File: config.mk
export PLATFORM = sky130hd
export DESIGN_NAME = cflt_core
export DESIGN_NICKNAME = d
export VERILOG_FILES = /design/src/pkg/cflt_pkg.sv /design/src/rtl/cflt_core.sv
export VERILOG_INCLUDE_DIRS = /design/src /design/src/pkg
export SDC_FILE = /design/constraint.sdc
export NUM_CORES = 1
export LEC_CHECK = 0
export BUFFER_PORTS_ARGS = -buffer_cell sky130_fd_sc_hd__buf_2
export CAP_MARGIN = 20
export CORE_MARGIN = 2
export CORE_UTILIZATION = 45
export DETAILED_ROUTE_END_ITERATION = 8
export GPL_TIMING_DRIVEN = 0
export PLACE_DENSITY_LB_ADDON = 0.15
export SYNTH_ARGS = -nofsm -noshare
export SYNTH_HDL_FRONTEND = slang
export SYNTH_SLANG_ARGS = --single-unit
File: constraint.sdc
create_clock -name CORE_CLK -period 3.1 [get_ports CORE_CLK]
set_input_delay 0.62 -clock CORE_CLK [delete_from_list [all_inputs] [get_ports CORE_CLK]]
set_output_delay 0.62 -clock CORE_CLK [all_outputs]
set_load 0.01 [all_outputs]
File: src/pkg/cflt_defs.svh
// constants for the can filter and bit timing block
`ifndef CFLT_DEFS_SVH
`define CFLT_DEFS_SVH
`define CFLT_OFS_TALLY      12'h000
`define CFLT_OFS_TIM1       12'h004
`define CFLT_OFS_TIM2       12'h008
`define CFLT_OFS_TIM3       12'h00c
`define CFLT_OFS_CTRL       12'h010
`define CFLT_OFS_STAT       12'h014
`define CFLT_OFS_FILT_BASE  12'h100
`define CFLT_OFS_MASK_BASE  12'h200
`define CFLT_PASSIVE_LIMIT  8'h7f
`define CFLT_SIDL_KEEP_F    8'heb
`define CFLT_SIDL_KEEP_M    8'he3
`define CFLT_EXTSEL_BIT     3
`define CFLT_TIM3_KEEP      8'h47
`define CFLT_IPT_TQ         4'h2
`define CFLT_HIT_NONE       3'h7
`endif

File: src/pkg/cflt_pkg.sv
// types of the can filter and bit timing block
package cflt_pkg;
    typedef struct packed {
        logic [1:0] sjw;
        logic [5:0] brp;
    } cflt_tim1_s;
    typedef struct packed {
        logic       ph2_src;
        logic       triple;
        logic [2:0] ph1;
        logic [2:0] prop;
    } cflt_tim2_s;
    typedef struct packed {
        logic       rsv7;
        logic       wake_filt;
        logic [2:0] rsv;
        logic [2:0] ph2;
    } cflt_tim3_s;
    typedef enum logic [1:0] {
        CFLT_SYNC = 2'b00,
        CFLT_PROP = 2'b01,
        CFLT_PH1  = 2'b11,
        CFLT_PH2  = 2'b10
    } cflt_seg_e;
endpackage

File: src/rtl/cflt_core.sv
// can acceptance filters, error tally and bit timing core
`timescale 1ns/100ps
`default_nettype none
`include "cflt_defs.svh"

// Summary of operation
// RL1: 8-bit receive tally readable; error passive above 127.
// RL2: receive tally alone never drives bus-off.
// RL3: filter high byte matches std id 10..3 or ext id 28..21.
// RL4: low byte bits 7..5 are std 2..0 or ext 20..18.
// RL5: extended select bit 3 chooses extended-only or standard-only acceptance.
// RL6: low byte bits 1..0 are ext 17..16; two bytes hold ext 15..0.
// RL7: filter low byte bits 4 and 2 read zero.
// RL8: masks share the filter layout without an extended select.
// RL9: mask low byte bits 4..2 read zero.
// RL10: quantum lasts 2*(prescaler+1) clock periods.
// RL11: jump width is field plus one quanta.
// RL12: software writes timing only in configuration mode.
// RL13: phase 2 is max(phase1, processing time) unless freely programmable.
// RL14: triple sample select takes three samples, else one.
// RL15: phase 1 is field plus one quanta.
// RL16: propagation is field plus one quanta.
// RL17: phase 2 is field plus one quanta when programmable.
// RL18: phase 2 field ignored while source select clear.
// RL19: wake filter select passes bus line through a filter.
// RL20: timing registers reset zero; filter and mask bits unset.
// RL21: hit code 0..5 names admitting filter; 6 and 7 reserved.
// RL22: compare only where mask bit is one.
// RL23: bit is sync plus prop, phase1, phase2; sample ends phase 1.
module cflt_core #(
    parameter int NFILT = 6,
    parameter int NMASK = 2
) (
    input  wire logic        CORE_CLK,
    input  wire logic        RSTN,
    input  wire logic        HSEL,
    input  wire logic [11:0] HADDR,
    input  wire logic [1:0]  HTRANS,
    input  wire logic        HWRITE,
    input  wire logic [2:0]  HSIZE,
    input  wire logic [31:0] HWDATA,
    input  wire logic        HREADY,
    output logic      [31:0] HRDATA,
    output logic             HREADYOUT,
    output logic             HRESP,
    input  wire logic        RX_LINE,
    input  wire logic        RX_ERR_INC,
    input  wire logic        RX_ERR_BIG,
    input  wire logic        RX_OK_DEC,
    input  wire logic        ID_VALID,
    input  wire logic        ID_EXT,
    input  wire logic [28:0] ID_VALUE,
    output logic             ERROR_PASSIVE,
    output logic             BUS_OFF_FROM_RX,
    output logic [2:0]       ACCEPTANCE_HIT_CODE,
    output logic             ACCEPT_VALID,
    output logic             TQ_TICK,
    output logic             SAMPLE_POINT,
    output logic             SAMPLED_BIT,
    output logic             WAKE_LINE,
    output logic [2:0]       RESYNC_JUMP_WIDTH
);
    // ================================================================
    // registers
    logic [7:0]  rx_error_tally;
    cflt_pkg::cflt_tim1_s tim1;
    cflt_pkg::cflt_tim2_s tim2;
    cflt_pkg::cflt_tim3_s tim3;
    logic        config_mode;
    logic [7:0]  filt [NFILT][4];
    logic [7:0]  mask [NMASK][4];
    logic        ph_wr;
    logic [11:0] ph_addr;
    logic        wr_ok;
    logic        rd_ok;
    logic [31:0] next_rdata;

    // ================================================================
    // ahb-lite slave: zero wait, always okay
    // read data is registered in the address phase so it already stands
    // for the whole data phase; writes land one cycle later with hwdata
    assign HREADYOUT = 1'b1;
    assign HRESP     = 1'b0;
    assign rd_ok     = HSEL & HTRANS[1] & HREADY & ~HWRITE;

    always_ff @(posedge CORE_CLK or negedge RSTN) begin
        if (!RSTN) begin
            ph_wr   <= 1'b0;
            ph_addr <= 12'h000;
        end else if (HREADY) begin
            ph_wr   <= HSEL & HTRANS[1] & HWRITE;
            ph_addr <= HADDR;
        end
    end
    assign wr_ok = ph_wr;

    always_comb begin
        next_rdata = 32'h0000_0000;
        unique case (HADDR)
            `CFLT_OFS_TALLY: next_rdata[7:0] = rx_error_tally; // RL1
            `CFLT_OFS_TIM1:  next_rdata[7:0] = tim1;
            `CFLT_OFS_TIM2:  next_rdata[7:0] = tim2;
            `CFLT_OFS_TIM3:  next_rdata[7:0] = tim3;
            `CFLT_OFS_CTRL:  next_rdata[0]   = config_mode;
            `CFLT_OFS_STAT:  next_rdata[3:0] =
                {ERROR_PASSIVE, ACCEPTANCE_HIT_CODE};
            default: begin
                for (int f = 0; f < NFILT; f++) begin
                    for (int b = 0; b < 4; b++) begin
                        if (HADDR == `CFLT_OFS_FILT_BASE
                                + 12'(f * 16 + b * 4))
                            next_rdata[7:0] = filt[f][b];
                    end
                end
                for (int m = 0; m < NMASK; m++) begin
                    for (int b = 0; b < 4; b++) begin
                        if (HADDR == `CFLT_OFS_MASK_BASE
                                + 12'(m * 16 + b * 4))
                            next_rdata[7:0] = mask[m][b];
                    end
                end
            end
        endcase
    end

    always_ff @(posedge CORE_CLK or negedge RSTN) begin
        if (!RSTN)
            HRDATA <= 32'h0000_0000;
        else if (rd_ok)
            HRDATA <= next_rdata;
    end

    // ================================================================
    // timing and mode registers
    // the mode bit itself stays writable so software can always leave
    // configuration mode and come back to it
    always_ff @(posedge CORE_CLK or negedge RSTN) begin
        if (!RSTN) begin
            tim1        <= '0; // RL20
            tim2        <= '0;
            tim3        <= '0;
            config_mode <= 1'b1;
        end else if (wr_ok) begin
            if (ph_addr == `CFLT_OFS_CTRL)
                config_mode <= HWDATA[0];
            // timing register writes outside configuration mode are dropped
            if (config_mode) begin // RL12
                if (ph_addr == `CFLT_OFS_TIM1)
                    tim1 <= HWDATA[7:0];
                if (ph_addr == `CFLT_OFS_TIM2)
                    tim2 <= HWDATA[7:0];
                if (ph_addr == `CFLT_OFS_TIM3)
                    tim3 <= HWDATA[7:0] & `CFLT_TIM3_KEEP;
            end
        end
    end

    // filter and mask bytes have no reset value
    // leaving them unreset saves a reset tree over many bytes; software
    // must load every filter and mask before relying on acceptance
    always_ff @(posedge CORE_CLK) begin
        if (wr_ok) begin
            for (int f = 0; f < NFILT; f++) begin
                for (int b = 0; b < 4; b++) begin
                    if (ph_addr == `CFLT_OFS_FILT_BASE + 12'(f * 16 + b * 4))
                        filt[f][b] <= (b == 1) ?
                            (HWDATA[7:0] & `CFLT_SIDL_KEEP_F) : // RL7
                            HWDATA[7:0];
                end
            end
            for (int m = 0; m < NMASK; m++) begin
                for (int b = 0; b < 4; b++) begin
                    if (ph_addr == `CFLT_OFS_MASK_BASE + 12'(m * 16 + b * 4))
                        mask[m][b] <= (b == 1) ?
                            (HWDATA[7:0] & `CFLT_SIDL_KEEP_M) : // RL9
                            HWDATA[7:0];
                end
            end
        end
    end

    // ================================================================
    // receive error tally
    // a large error outranks a plain error and a success in one cycle;
    // the tally saturates at both ends rather than wrapping
    always_ff @(posedge CORE_CLK or negedge RSTN) begin
        if (!RSTN)
            rx_error_tally <= 8'h00;
        else if (RX_ERR_BIG)
            rx_error_tally <= (rx_error_tally > 8'hf7) ? 8'hff :
                              rx_error_tally + 8'h08;
        else if (RX_ERR_INC && rx_error_tally != 8'hff)
            rx_error_tally <= rx_error_tally + 8'h01;
        else if (RX_OK_DEC && rx_error_tally != 8'h00)
            rx_error_tally <= rx_error_tally - 8'h01;
    end
    assign ERROR_PASSIVE   = rx_error_tally > `CFLT_PASSIVE_LIMIT; // RL1
    assign BUS_OFF_FROM_RX = 1'b0; // RL2

    // ================================================================
    // acceptance: filters mapped to masks 0,0,1,1,1,1
    // all filters compare in parallel; the lowest hitting number wins,
    // so the reported code never lands on a reserved value
    logic [28:0] f_id   [NFILT];
    logic [28:0] m_id   [NFILT];
    logic [NFILT-1:0] hit;
    always_comb begin
        for (int f = 0; f < NFILT; f++) begin
            int mi;
            mi = (f < 2) ? 0 : NMASK - 1;
            // high byte is id 28..21 ext or std 10..3
            f_id[f] = {filt[f][0], filt[f][1][7:5], // RL3 RL4
                       filt[f][1][1:0], filt[f][2], filt[f][3]}; // RL6
            m_id[f] = {mask[mi][0], mask[mi][1][7:5], // RL8
                       mask[mi][1][1:0], mask[mi][2], mask[mi][3]};
            if (filt[f][1][`CFLT_EXTSEL_BIT])
                hit[f] = ID_EXT && // RL5
                    (((ID_VALUE ^ f_id[f]) & m_id[f]) == 29'h0); // RL22
            else
                hit[f] = !ID_EXT &&
                    (((ID_VALUE[10:0] ^ f_id[f][28:18])
                      & m_id[f][28:18]) == 11'h0);
        end
    end

    always_ff @(posedge CORE_CLK or negedge RSTN) begin
        if (!RSTN) begin
            ACCEPTANCE_HIT_CODE <= 3'h0;
            ACCEPT_VALID        <= 1'b0;
        end else begin
            ACCEPT_VALID <= ID_VALID && (hit != '0);
            if (ID_VALID && hit != '0) begin
                for (int f = NFILT - 1; f >= 0; f--) begin
                    if (hit[f])
                        ACCEPTANCE_HIT_CODE <= 3'(f); // RL21
                end
            end
        end
    end

    // ================================================================
    // time quantum prescaler
    // the limit test is at-or-above, so shrinking the prescaler while the
    // counter is past the new limit never lets one quantum run long
    logic [6:0] tq_cnt;
    always_ff @(posedge CORE_CLK or negedge RSTN) begin
        if (!RSTN)
            tq_cnt <= 7'h00;
        else if (tq_cnt >= {tim1.brp, 1'b1}) // RL10
            tq_cnt <= 7'h00;
        else
            tq_cnt <= tq_cnt + 7'h01;
    end
    assign TQ_TICK = tq_cnt >= {tim1.brp, 1'b1};
    assign RESYNC_JUMP_WIDTH = {1'b0, tim1.sjw} + 3'h1; // RL11

    // ================================================================
    // bit segment sequencer
    // limitation: no resynchronisation here, the jump width is only exported
    cflt_pkg::cflt_seg_e seg;
    logic [3:0] seg_q;
    logic [3:0] ph2_len;
    logic [3:0] ph1_len;
    assign ph1_len = {1'b0, tim2.ph1} + 4'h1; // RL15
    always_comb begin
        if (tim2.ph2_src)
            ph2_len = {1'b0, tim3.ph2} + 4'h1; // RL13 RL17
        else // RL18
            ph2_len = (ph1_len > `CFLT_IPT_TQ) ? ph1_len : `CFLT_IPT_TQ;
    end

    always_ff @(posedge CORE_CLK or negedge RSTN) begin
        if (!RSTN) begin
            seg   <= cflt_pkg::CFLT_SYNC;
            seg_q <= 4'h0;
        end else if (TQ_TICK) begin
            unique case (seg) // RL23
                cflt_pkg::CFLT_SYNC: begin
                    seg   <= cflt_pkg::CFLT_PROP;
                    seg_q <= 4'h1;
                end
                cflt_pkg::CFLT_PROP: begin
                    if (seg_q >= {1'b0, tim2.prop} + 4'h1) begin // RL16
                        seg   <= cflt_pkg::CFLT_PH1;
                        seg_q <= 4'h1;
                    end else
                        seg_q <= seg_q + 4'h1;
                end
                cflt_pkg::CFLT_PH1: begin
                    if (seg_q >= ph1_len) begin
                        seg   <= cflt_pkg::CFLT_PH2;
                        seg_q <= 4'h1;
                    end else
                        seg_q <= seg_q + 4'h1;
                end
                cflt_pkg::CFLT_PH2: begin
                    if (seg_q >= ph2_len) begin
                        seg   <= cflt_pkg::CFLT_SYNC;
                        seg_q <= 4'h0;
                    end else
                        seg_q <= seg_q + 4'h1;
                end
            endcase
        end
    end
    assign SAMPLE_POINT = TQ_TICK && seg == cflt_pkg::CFLT_PH1
                          && seg_q >= ph1_len;

    // ================================================================
    // sampling: three samples on the last quanta, majority vote
    // the vote uses the two latest quantum samples and the level at the
    // sample point itself, so no extra delay is added to the result
    logic [2:0] samp;
    always_ff @(posedge CORE_CLK or negedge RSTN) begin
        if (!RSTN) begin
            samp        <= 3'h7;
            SAMPLED_BIT <= 1'b1;
        end else begin
            if (TQ_TICK)
                samp <= {samp[1:0], RX_LINE};
            if (SAMPLE_POINT) begin
                if (tim2.triple) // RL14
                    SAMPLED_BIT <= (samp[0] & samp[1]) | (samp[0] & RX_LINE)
                                 | (samp[1] & RX_LINE);
                else
                    SAMPLED_BIT <= RX_LINE;
            end
        end
    end

    // ================================================================
    // wake line: optional glitch filter needs four stable clock cycles
    logic [1:0] wf_cnt;
    logic       wf_line;
    always_ff @(posedge CORE_CLK or negedge RSTN) begin
        if (!RSTN) begin
            wf_cnt  <= 2'h0;
            wf_line <= 1'b1;
        end else if (RX_LINE == wf_line)
            wf_cnt <= 2'h0;
        else if (wf_cnt == 2'h3) begin
            wf_line <= RX_LINE;
            wf_cnt  <= 2'h0;
        end else
            wf_cnt <= wf_cnt + 2'h1;
    end
    assign WAKE_LINE = tim3.wake_filt ? wf_line : RX_LINE; // RL19

endmodule
`default_nettype wire

Word level (Yosys, flattened, before mapping)
Memory sizes are Yosys's and may differ from the RTL's.
Index checks and enable logic that the tools add are counted.
{ "classes": {"div": 0, "order_cmp": 7, "bitwise": 35, "reduce_logical": 49, "addsub": 10, "mul": 0, "n_eq_ne": 82, "shifts": 0, "n_mux": 180} }
{ "op_table": {"columns": ["cell", "count"], "rows": [
  ["12-bit by 9-bit equality test with 1-bit output (second input constant)", 48],
  ["8-bit two-way mux", 36],
  ["12-bit by 10-bit equality test with 1-bit output (second input constant)", 16],
  ["29-bit bitwise AND", 6],
  ["29-bit logical NOT", 6],
  ["29-bit XOR", 6],
  ["30-bit two-way mux", 5],
  ["30-bit OR reduction", 5],
  ["1-bit two-way mux", 105],
  ["11-bit bitwise AND", 6],
  ["11-bit logical NOT", 6],
  ["11-bit XOR", 6],
  ["12-bit by 4-bit equality test with 1-bit output (second input constant)", 4],
  ["4-bit two-way mux", 11],
  ["12-bit by 5-bit equality test with 1-bit output (second input constant)", 3],
  ["3-bit two-way mux", 11],
  ["29-bit two-way mux", 1],
  ["29-bit OR reduction", 1],
  ["12-bit by 3-bit equality test with 1-bit output (second input constant)", 2],
  ["4-bit one-hot mux with 5 select lines", 1],
  ["3-bit one-hot mux with 6 select lines", 1],
  ["1-bit logical AND", 17],
  ["4-bit one-hot mux with 4 select lines", 1],
  ["3-bit by 1-bit adder with 4-bit output (second input constant)", 3],
  ["other kinds (34)", 56]
]} }
{ "totals": {"elab_cells": 387, "ramBits": 238, "latchBits": 0, "rom_bits": 0, "in_bits": 89, "regBits": 73, "out_inout_bits": 47, "n_memories": 2} }
{ "mem_list": {"columns": ["memory", "words", "width", "read_ports", "rd_ports_with_merged_regs", "write_ports", "line_no", "source"], "rows": [
  ["filt", 6, 30, 6, 0, 1, "cflt_core.sv:70", "logic [7:0] filt [NFILT][4];"],
  ["mask", 2, 29, 2, 0, 1, "cflt_core.sv:71", "logic [7:0] mask [NMASK][4];"]
]} }

Depth between registers and ports, before layout
{ "depth": {"ltp_word": 34, "ltp_mapped": 14, "depth_no_buf": 14} }

Worst setup path before layout
OpenSTA, ideal clock, no wires.
{ "synth_path": {"path_type": "reg-to-reg", "startpoint": "reg rx_error_tally[3]", "endpoint": "reg rx_error_tally[7]", "path_stages_with_launch": 14, "t_required_ps": 3035, "setup_slack_ps": -220, "period_less_slack_ps": 3320, "setup_time_ps": 65, "t_arrival_ps": 3255, "path_buffers": 0, "cell_sequence": "dfrtp_1 > nand3_1 > or2_2 > o21ai_0 > ha_1 > a21o_1 > a21oi_1 > o21bai_1 > a21oi_1 > o21ai_0 > xor2_1 > nor2_1 > a2111oi_0 > a21o_1"} }
{ "synth_via": {"elab_chain_len": 4, "word_cells_on_any_way": 13, "cone_classes": "3 x add/sub; 1 x order compare; 1 x eq/ne; 4 x mux; 4 x reduce/logical"} }
{ "synth_lines": {"columns": ["element", "line_no", "source"], "rows": [
  ["from (decl)", "cflt_core.sv:65", "logic [7:0] rx_error_tally;"],
  ["from (signal assigned)", "cflt_core.sv:190", "rx_error_tally <= (rx_error_tally > 8'hf7) ? 8'hff :"],
  ["from (signal assigned)", "cflt_core.sv:193", "rx_error_tally <= rx_error_tally + 8'h01;"],
  ["from (signal assigned)", "cflt_core.sv:195", "rx_error_tally <= rx_error_tally - 8'h01;"],
  ["8-bit by 1-bit subtractor with 8-bit output or 8-bit != test (tied branches)", "cflt_core.sv:195, cflt_core.sv:192", null],
  ["8-bit two-way mux or 1-bit logical AND (tied branches)", "cflt_core.sv:194, cflt_core.sv:192", null],
  ["8-bit two-way mux", "cflt_core.sv:192", "else if (RX_ERR_INC && rx_error_tally != 8'hff)"],
  ["8-bit two-way mux", "cflt_core.sv:189", "else if (RX_ERR_BIG)"]
]} }
Parallel ways exist; a longest one is shown, timed or not. The select of a mux whose other input is x is not followed.
A chain may end at the register's enable or synchronous reset.

Worst setup path after layout
{ "layout_path": {"startpoint": "in HADDR[2]", "endpoint": "reg HRDATA[0]"} }
{ "layout_via": {"elab_chain_len": 34, "word_cells_on_any_way": 71, "cone_classes": "37 x eq/ne; 33 x mux; 1 x reduce/logical"} }
{ "layout_lines": {"columns": ["element", "line_no", "source"], "rows": [
  ["from (decl)", "cflt_core.sv:37", "input wire logic [11:0] HADDR,"],
  ["12-bit by 9-bit equality test with 1-bit output", "cflt_core.sv:110", "if (HADDR == `CFLT_OFS_FILT_BASE"],
  ["8-bit two-way mux (24 in series)", "cflt_core.sv:110", null],
  ["8-bit two-way mux (8 in series)", "cflt_core.sv:117", "if (HADDR == `CFLT_OFS_MASK_BASE"],
  ["1-bit one-hot mux with 6 select lines (*)", "cflt_core.sv:99", "unique case (HADDR)"],
  ["to (signal assigned)", "cflt_core.sv:130", "HRDATA <= next_rdata;"],
  ["to (decl)", "cflt_core.sv:43", "output logic [31:0] HRDATA,"]
]} }
Every way passes the cells marked *; elsewhere a longest branch is shown, timed or not.

==> out/results.env <==
OUTCOME='complete, but fails checks'
FAILED_CHECKS='setup timing'
WORST_SETUP_PATH_START_KIND='primary input'
ANT_NETS=0
CRITICAL_PATH_CLASS='in -> reg'
FRACTION_OF_FINAL_LAYOUT_CELLS_WITH_DRIVE_STRENGTH_GREATER_THAN_1=0.188
DRT_FIRST_PASS_ITERS=8
NETSWITCHINGPOWER_mW=2.95
IOPINCOUNT=136
TIGHTESTPINTRANSITION_NS=1.15
FIN_CRIT_NS=3.15
SLEW-LIMIT-HEADROOM=0.231
AREA_GROWTH_PCT=15.3
PLACEMENT.IO_BUFFERS=61
CTS.SINKS=311
VIAS=16143
YOSYS-TOP-CELLS-AREA='sky130_fd_sc_hd__edfxtp_1 (39%), sky130_fd_sc_hd__xor2_1 (12%), sky130_fd_sc_hd__dfrtp_1 (9.3%)'
TIMING.FINAL.SETUP_VIOLATIONS=4
POSTSYNTHAREAPERCELL_UM2=11.0
FINAL_CRITICAL_PATH_SETUP_SLACK_NS=-0.0533
VIA_TO_CELL_RATIO=6.83
FIN_CRIT_SH=1.02
GRT_PASS1_WL_MM=121
SYNTH_SEQ_CELLS=311
CRITICAL_PATH.ENDPOINT_TYPE='register'
INITIAL_UTILIZATION=0.458
PWR-SHARE-COMB=0.139
CRIT_REQUIRED_NS=3.54
NETSWITCHINGFRACTION=0.274
DIEHEIGHT_UM=206
CRITICAL_PATH.CELL_CHAIN='buf_2, buf_2, or4b_1, buf_2, clkdlybuf4s15_2, nor2_1, a21oi_1, a31oi_1, a211oi_2, o211ai_1, o2bb2ai_1'
HOLD_VIOL=0
DRV.MAX_CAP_VIOLATION_COUNT=0
NUMBER_OF_FLOPS_MAPPED_TO_ENABLE_CELLS_BY_YOSYS=238
CORE-AREA_UM2=39900
FLOORPLAN.ROWS=73
DIEWIDTH_UM=206
FINAL_NET_COUNT=1936
NUMBER_OF_GLOBAL_ROUTE_VIAS_BEFORE_REPAIR=15225
ASYNCSETRESETFLOPFRACSYNTH=0.235
CRITICAL-PATH-MAX-STAGE-DELAY_NS=0.60
GR-TOTAL-OVERFLOW=0
HTREEDEPTH=2
CLOCK_SKEW_NS=0.0169
VDD_IR_DROP_MAX_uV=479
HP-CLASS='in -> reg'
INTPOWER_mW=7.82
FINAL_CORE_UTILIZATION=0.528
RSZ0062_AT_GRT='yes'
SYNTH.YOSYS.SEQ_AREA_SHARE=0.491
SYN_INST=1668
DRT-TOTAL-WL_MM=88.1
SYNTH_CELL_TYPE_COUNT=88
DIEAREA_UM2=42300
YOSYS_WARNINGS=0
SYNTH.TOP_CELL.AREA_SHARE=0.391
POWER.CLOCK.FRACTION=0.417
CRIT_PATH_MAX_FANOUT=10
DP_HPWL_MM=62.7
CELLPOWERDENSITY_nW_PER_UM2=511
DRT_FIRST_ITER_VIOLATIONS=2529
POWER.LEAKAGE_nW=7.84
DRC=0
WORSTPATHARRIVAL_NS=3.59
WORST_SKEW_PAIR.LATE_LATENCY_NS=0.57
MAX_FREQ_MHz=317
CLOCK_PATH_BUFFERS=3
SEQUENTIALPOWERSHARE=0.444
GP_CONGESTION=1.03
GRT_ANTENNA_BEFORE_REPAIR=2
FILLCELLCOUNT=3559
TRITONCTS.NUM_BUFFERS=37
CELL_AT_THE_ROOT_OF_THE_CLOCK_TREE='sky130_fd_sc_hd__clkbuf_16'
CRITICAL-PATH-TOP-CELL-BY-COUNT='sky130_fd_sc_hd__buf_2'
SYNTH_TOP_FLOP_CELL='sky130_fd_sc_hd__edfxtp_1'
LAYOUTNONFILLERINSTCOUNT=2365
CLK_PIN_SLEW_WORST_PATHS_NS=0.06
WL_PER_CELL_UM=37.3
CRIT_PATH_TOP_DELAY_CELL='sky130_fd_sc_hd__clkdlybuf4s15_2'
CELL_TYPE_WITH_THE_LARGEST_TOTAL_AREA_AFTER_SYNTHESIS='sky130_fd_sc_hd__edfxtp_1'
GLOBALROUTETOTALUTIL=0.421
FINAL-MAX-SLEW-VIOLATION-COUNT=0
SYNTH.CELL_AREA_UM2=18300
NUMBER_OF_CELLS_IN_THE_DESIGN_AFTER_PLACEMENT=2283
TRITONCTS='yes'
HOLD_WS_NS=0.280
PIN_COUNT_OF_THE_BIGGEST_NET_ENTERING_GLOBAL_ROUTING=62
## path summary, 6_finish.rpt
check                           cells after the start         from                      to  slack, ns
worst max register to register                      9  mask[1][21]  ACCEPTANCE_HIT_CODE[0]      -0.01
worst min register to register                      1    wf_cnt[0]               wf_cnt[0]       0.44
worst max-delay path                               11     HADDR[2]               HRDATA[0]      -0.05
worst min-delay path                                2     ID_VALID  ACCEPTANCE_HIT_CODE[1]       0.28
max in group asynchronous                           3         RSTN             config_mode       2.03
min in group asynchronous                           2         RSTN               wf_cnt[1]       0.45
## power groups by stage
| stage | clock [mW] | combinational [mW] | sequential, mW |
|---|---|---|---|
| finish | 4.49 | 1.49 | 4.79 |
| global route | 4.68 | 1.59 | 4.80 |
| CTS | 4.51 | 1.36 | 4.79 |
| detailed placement | 0 | 1.34 | 4.87 |
| global placement | 0 | 1.31 | 4.87 |
| floorplan | 0 | 0.850 | 4.81 |
## worst max-delay path: cells and delay by family
family / cells / cell delay, ns
AO/OA/AOI/OAI: 5 / 1.14
buffers and inverters: 4 / 1.42
AND/OR/NAND/NOR: 2 / 0.39
## cell families (layout without fill, tap and decap cells)
logic type	Yosys count	in the layout	share of synthesized area
buf+inv	150	296	0.0430
fa+ha+maj	34	34	0.0237
compound gates	455	455	0.171
xor+xnor	255	255	0.122
simple gates	410	410	0.116
other cells	2	28	0.000411
flops	311	311	0.491
mux	51	51	0.0322
## layout by cell type (no fill, tap or decap), types with 10 or more instances in the layout
cell type                     n
sky130_fd_sc_hd__buf_4       65
sky130_fd_sc_hd__o22ai_1     19
sky130_fd_sc_hd__inv_1       28
sky130_fd_sc_hd__o21ai_0     65
sky130_fd_sc_hd__buf_2       92
sky130_fd_sc_hd__nand2_1    105
sky130_fd_sc_hd__nand3_1     43
sky130_fd_sc_hd__a211oi_1    10
sky130_fd_sc_hd__a221oi_1    24
sky130_fd_sc_hd__mux2_2      33
sky130_fd_sc_hd__a22oi_1    121
sky130_fd_sc_hd__a21oi_1     81
sky130_fd_sc_hd__nor2_1     120
sky130_fd_sc_hd__clkbuf_1    26
sky130_fd_sc_hd__nor3_1      18
sky130_fd_sc_hd__ha_1        32
sky130_fd_sc_hd__clkbuf_16   37
sky130_fd_sc_hd__a31oi_1     12
sky130_fd_sc_hd__a21o_1      11
sky130_fd_sc_hd__clkinv_2    10
sky130_fd_sc_hd__mux2i_1     15
sky130_fd_sc_hd__dfrtp_1     65
sky130_fd_sc_hd__a22o_1      19
sky130_fd_sc_hd__xnor2_1     13
sky130_fd_sc_hd__nor4_1      15
sky130_fd_sc_hd__edfxtp_1   238
sky130_fd_sc_hd__conb_1      27
sky130_fd_sc_hd__xor2_1     242
sky130_fd_sc_hd__nand4_1     30
## area by class of cell
type                    instances  area, um2  share of cell area
diodes                          1       2.50            0.000119
clock inverters                22        264              0.0125
repair buffers                 93        617              0.0293
plain buffers                 108        657              0.0312
inverters                      30        113             0.00534
flip-flops and latches        311       8980               0.426
clock buffers                  43        948              0.0450
multi-input cells            1232       8840               0.419
well taps                     525        657              0.0312
## flip-flops by register name, summed over array words and instances (netlist names)
register	cells
ACCEPTANCE_HIT_CODE	3
ACCEPT_VALID	1
HRDATA	8
SAMPLED_BIT	1
config_mode	1
filt	180
mask	58
ph_addr	12
ph_wr	1
rx_error_tally	8
samp	2
seg	2
seg_q	4
tim1	8
tim2	8
tim3	4
tq_cnt	7
wf_cnt	2
wf_line	1
## timing repair
action,CTS,global route
setup buffers,9,17
endpoints found under the hold margin,11,0
resized for setup,27,42
pin swaps,10,8
setup endpoints to repair,11,89
hold buffers,1,0
## synthesized netlist by cell type (all sizes together) (4+ instances only)
cell	number
a2111oi	9
a211oi	11
a21o	11
a21oi	87
a221o	7
a221oi	25
a22o	19
a22oi	121
a31oi	14
and3	4
buf	83
clkbuf	37
dfrtp	68
dfstp	5
edfxtp	238
ha	33
inv	30
mux2	33
mux2i	15
nand2	106
nand2b	6
nand3	43
nand4	31
nor2	131
nor2b	8
nor3	25
nor4	19
nor4b	9
o2111ai	6
o211ai	7
o21ai	73
o221ai	6
o22a	5
o22ai	19
o2bb2ai	5
o31ai	4
or2	6
or4b	6
xnor2	13
xor2	242
## stage by stage
step | setup TNS, ns | setup WS [ns] | power (mW) | instance area, um2
after global placement | -10.43 | -1.26 | 6.18 | 19300
after detailed placement | -6.76 | -0.877 | 6.21 | 19400
final | -0.132 | -0.0533 | 10.8 | 21100
after CTS | -0.113 | -0.0655 | 10.7 | 20800
after floorplan | 0 | 0.0290 | 5.66 | 18400
after global routing | -0.225 | -0.123 | 11.1 | 21100
## routing by layer
metal  up-vias  track usage  wire, um
met1      8006        0.569     34300
met3       293        0.136     11800
li1       6566            -         -
met2      1278        0.602     36300
met4         0        0.218      5830
met5         -            0         0
(Power assumes the default switching activity.)
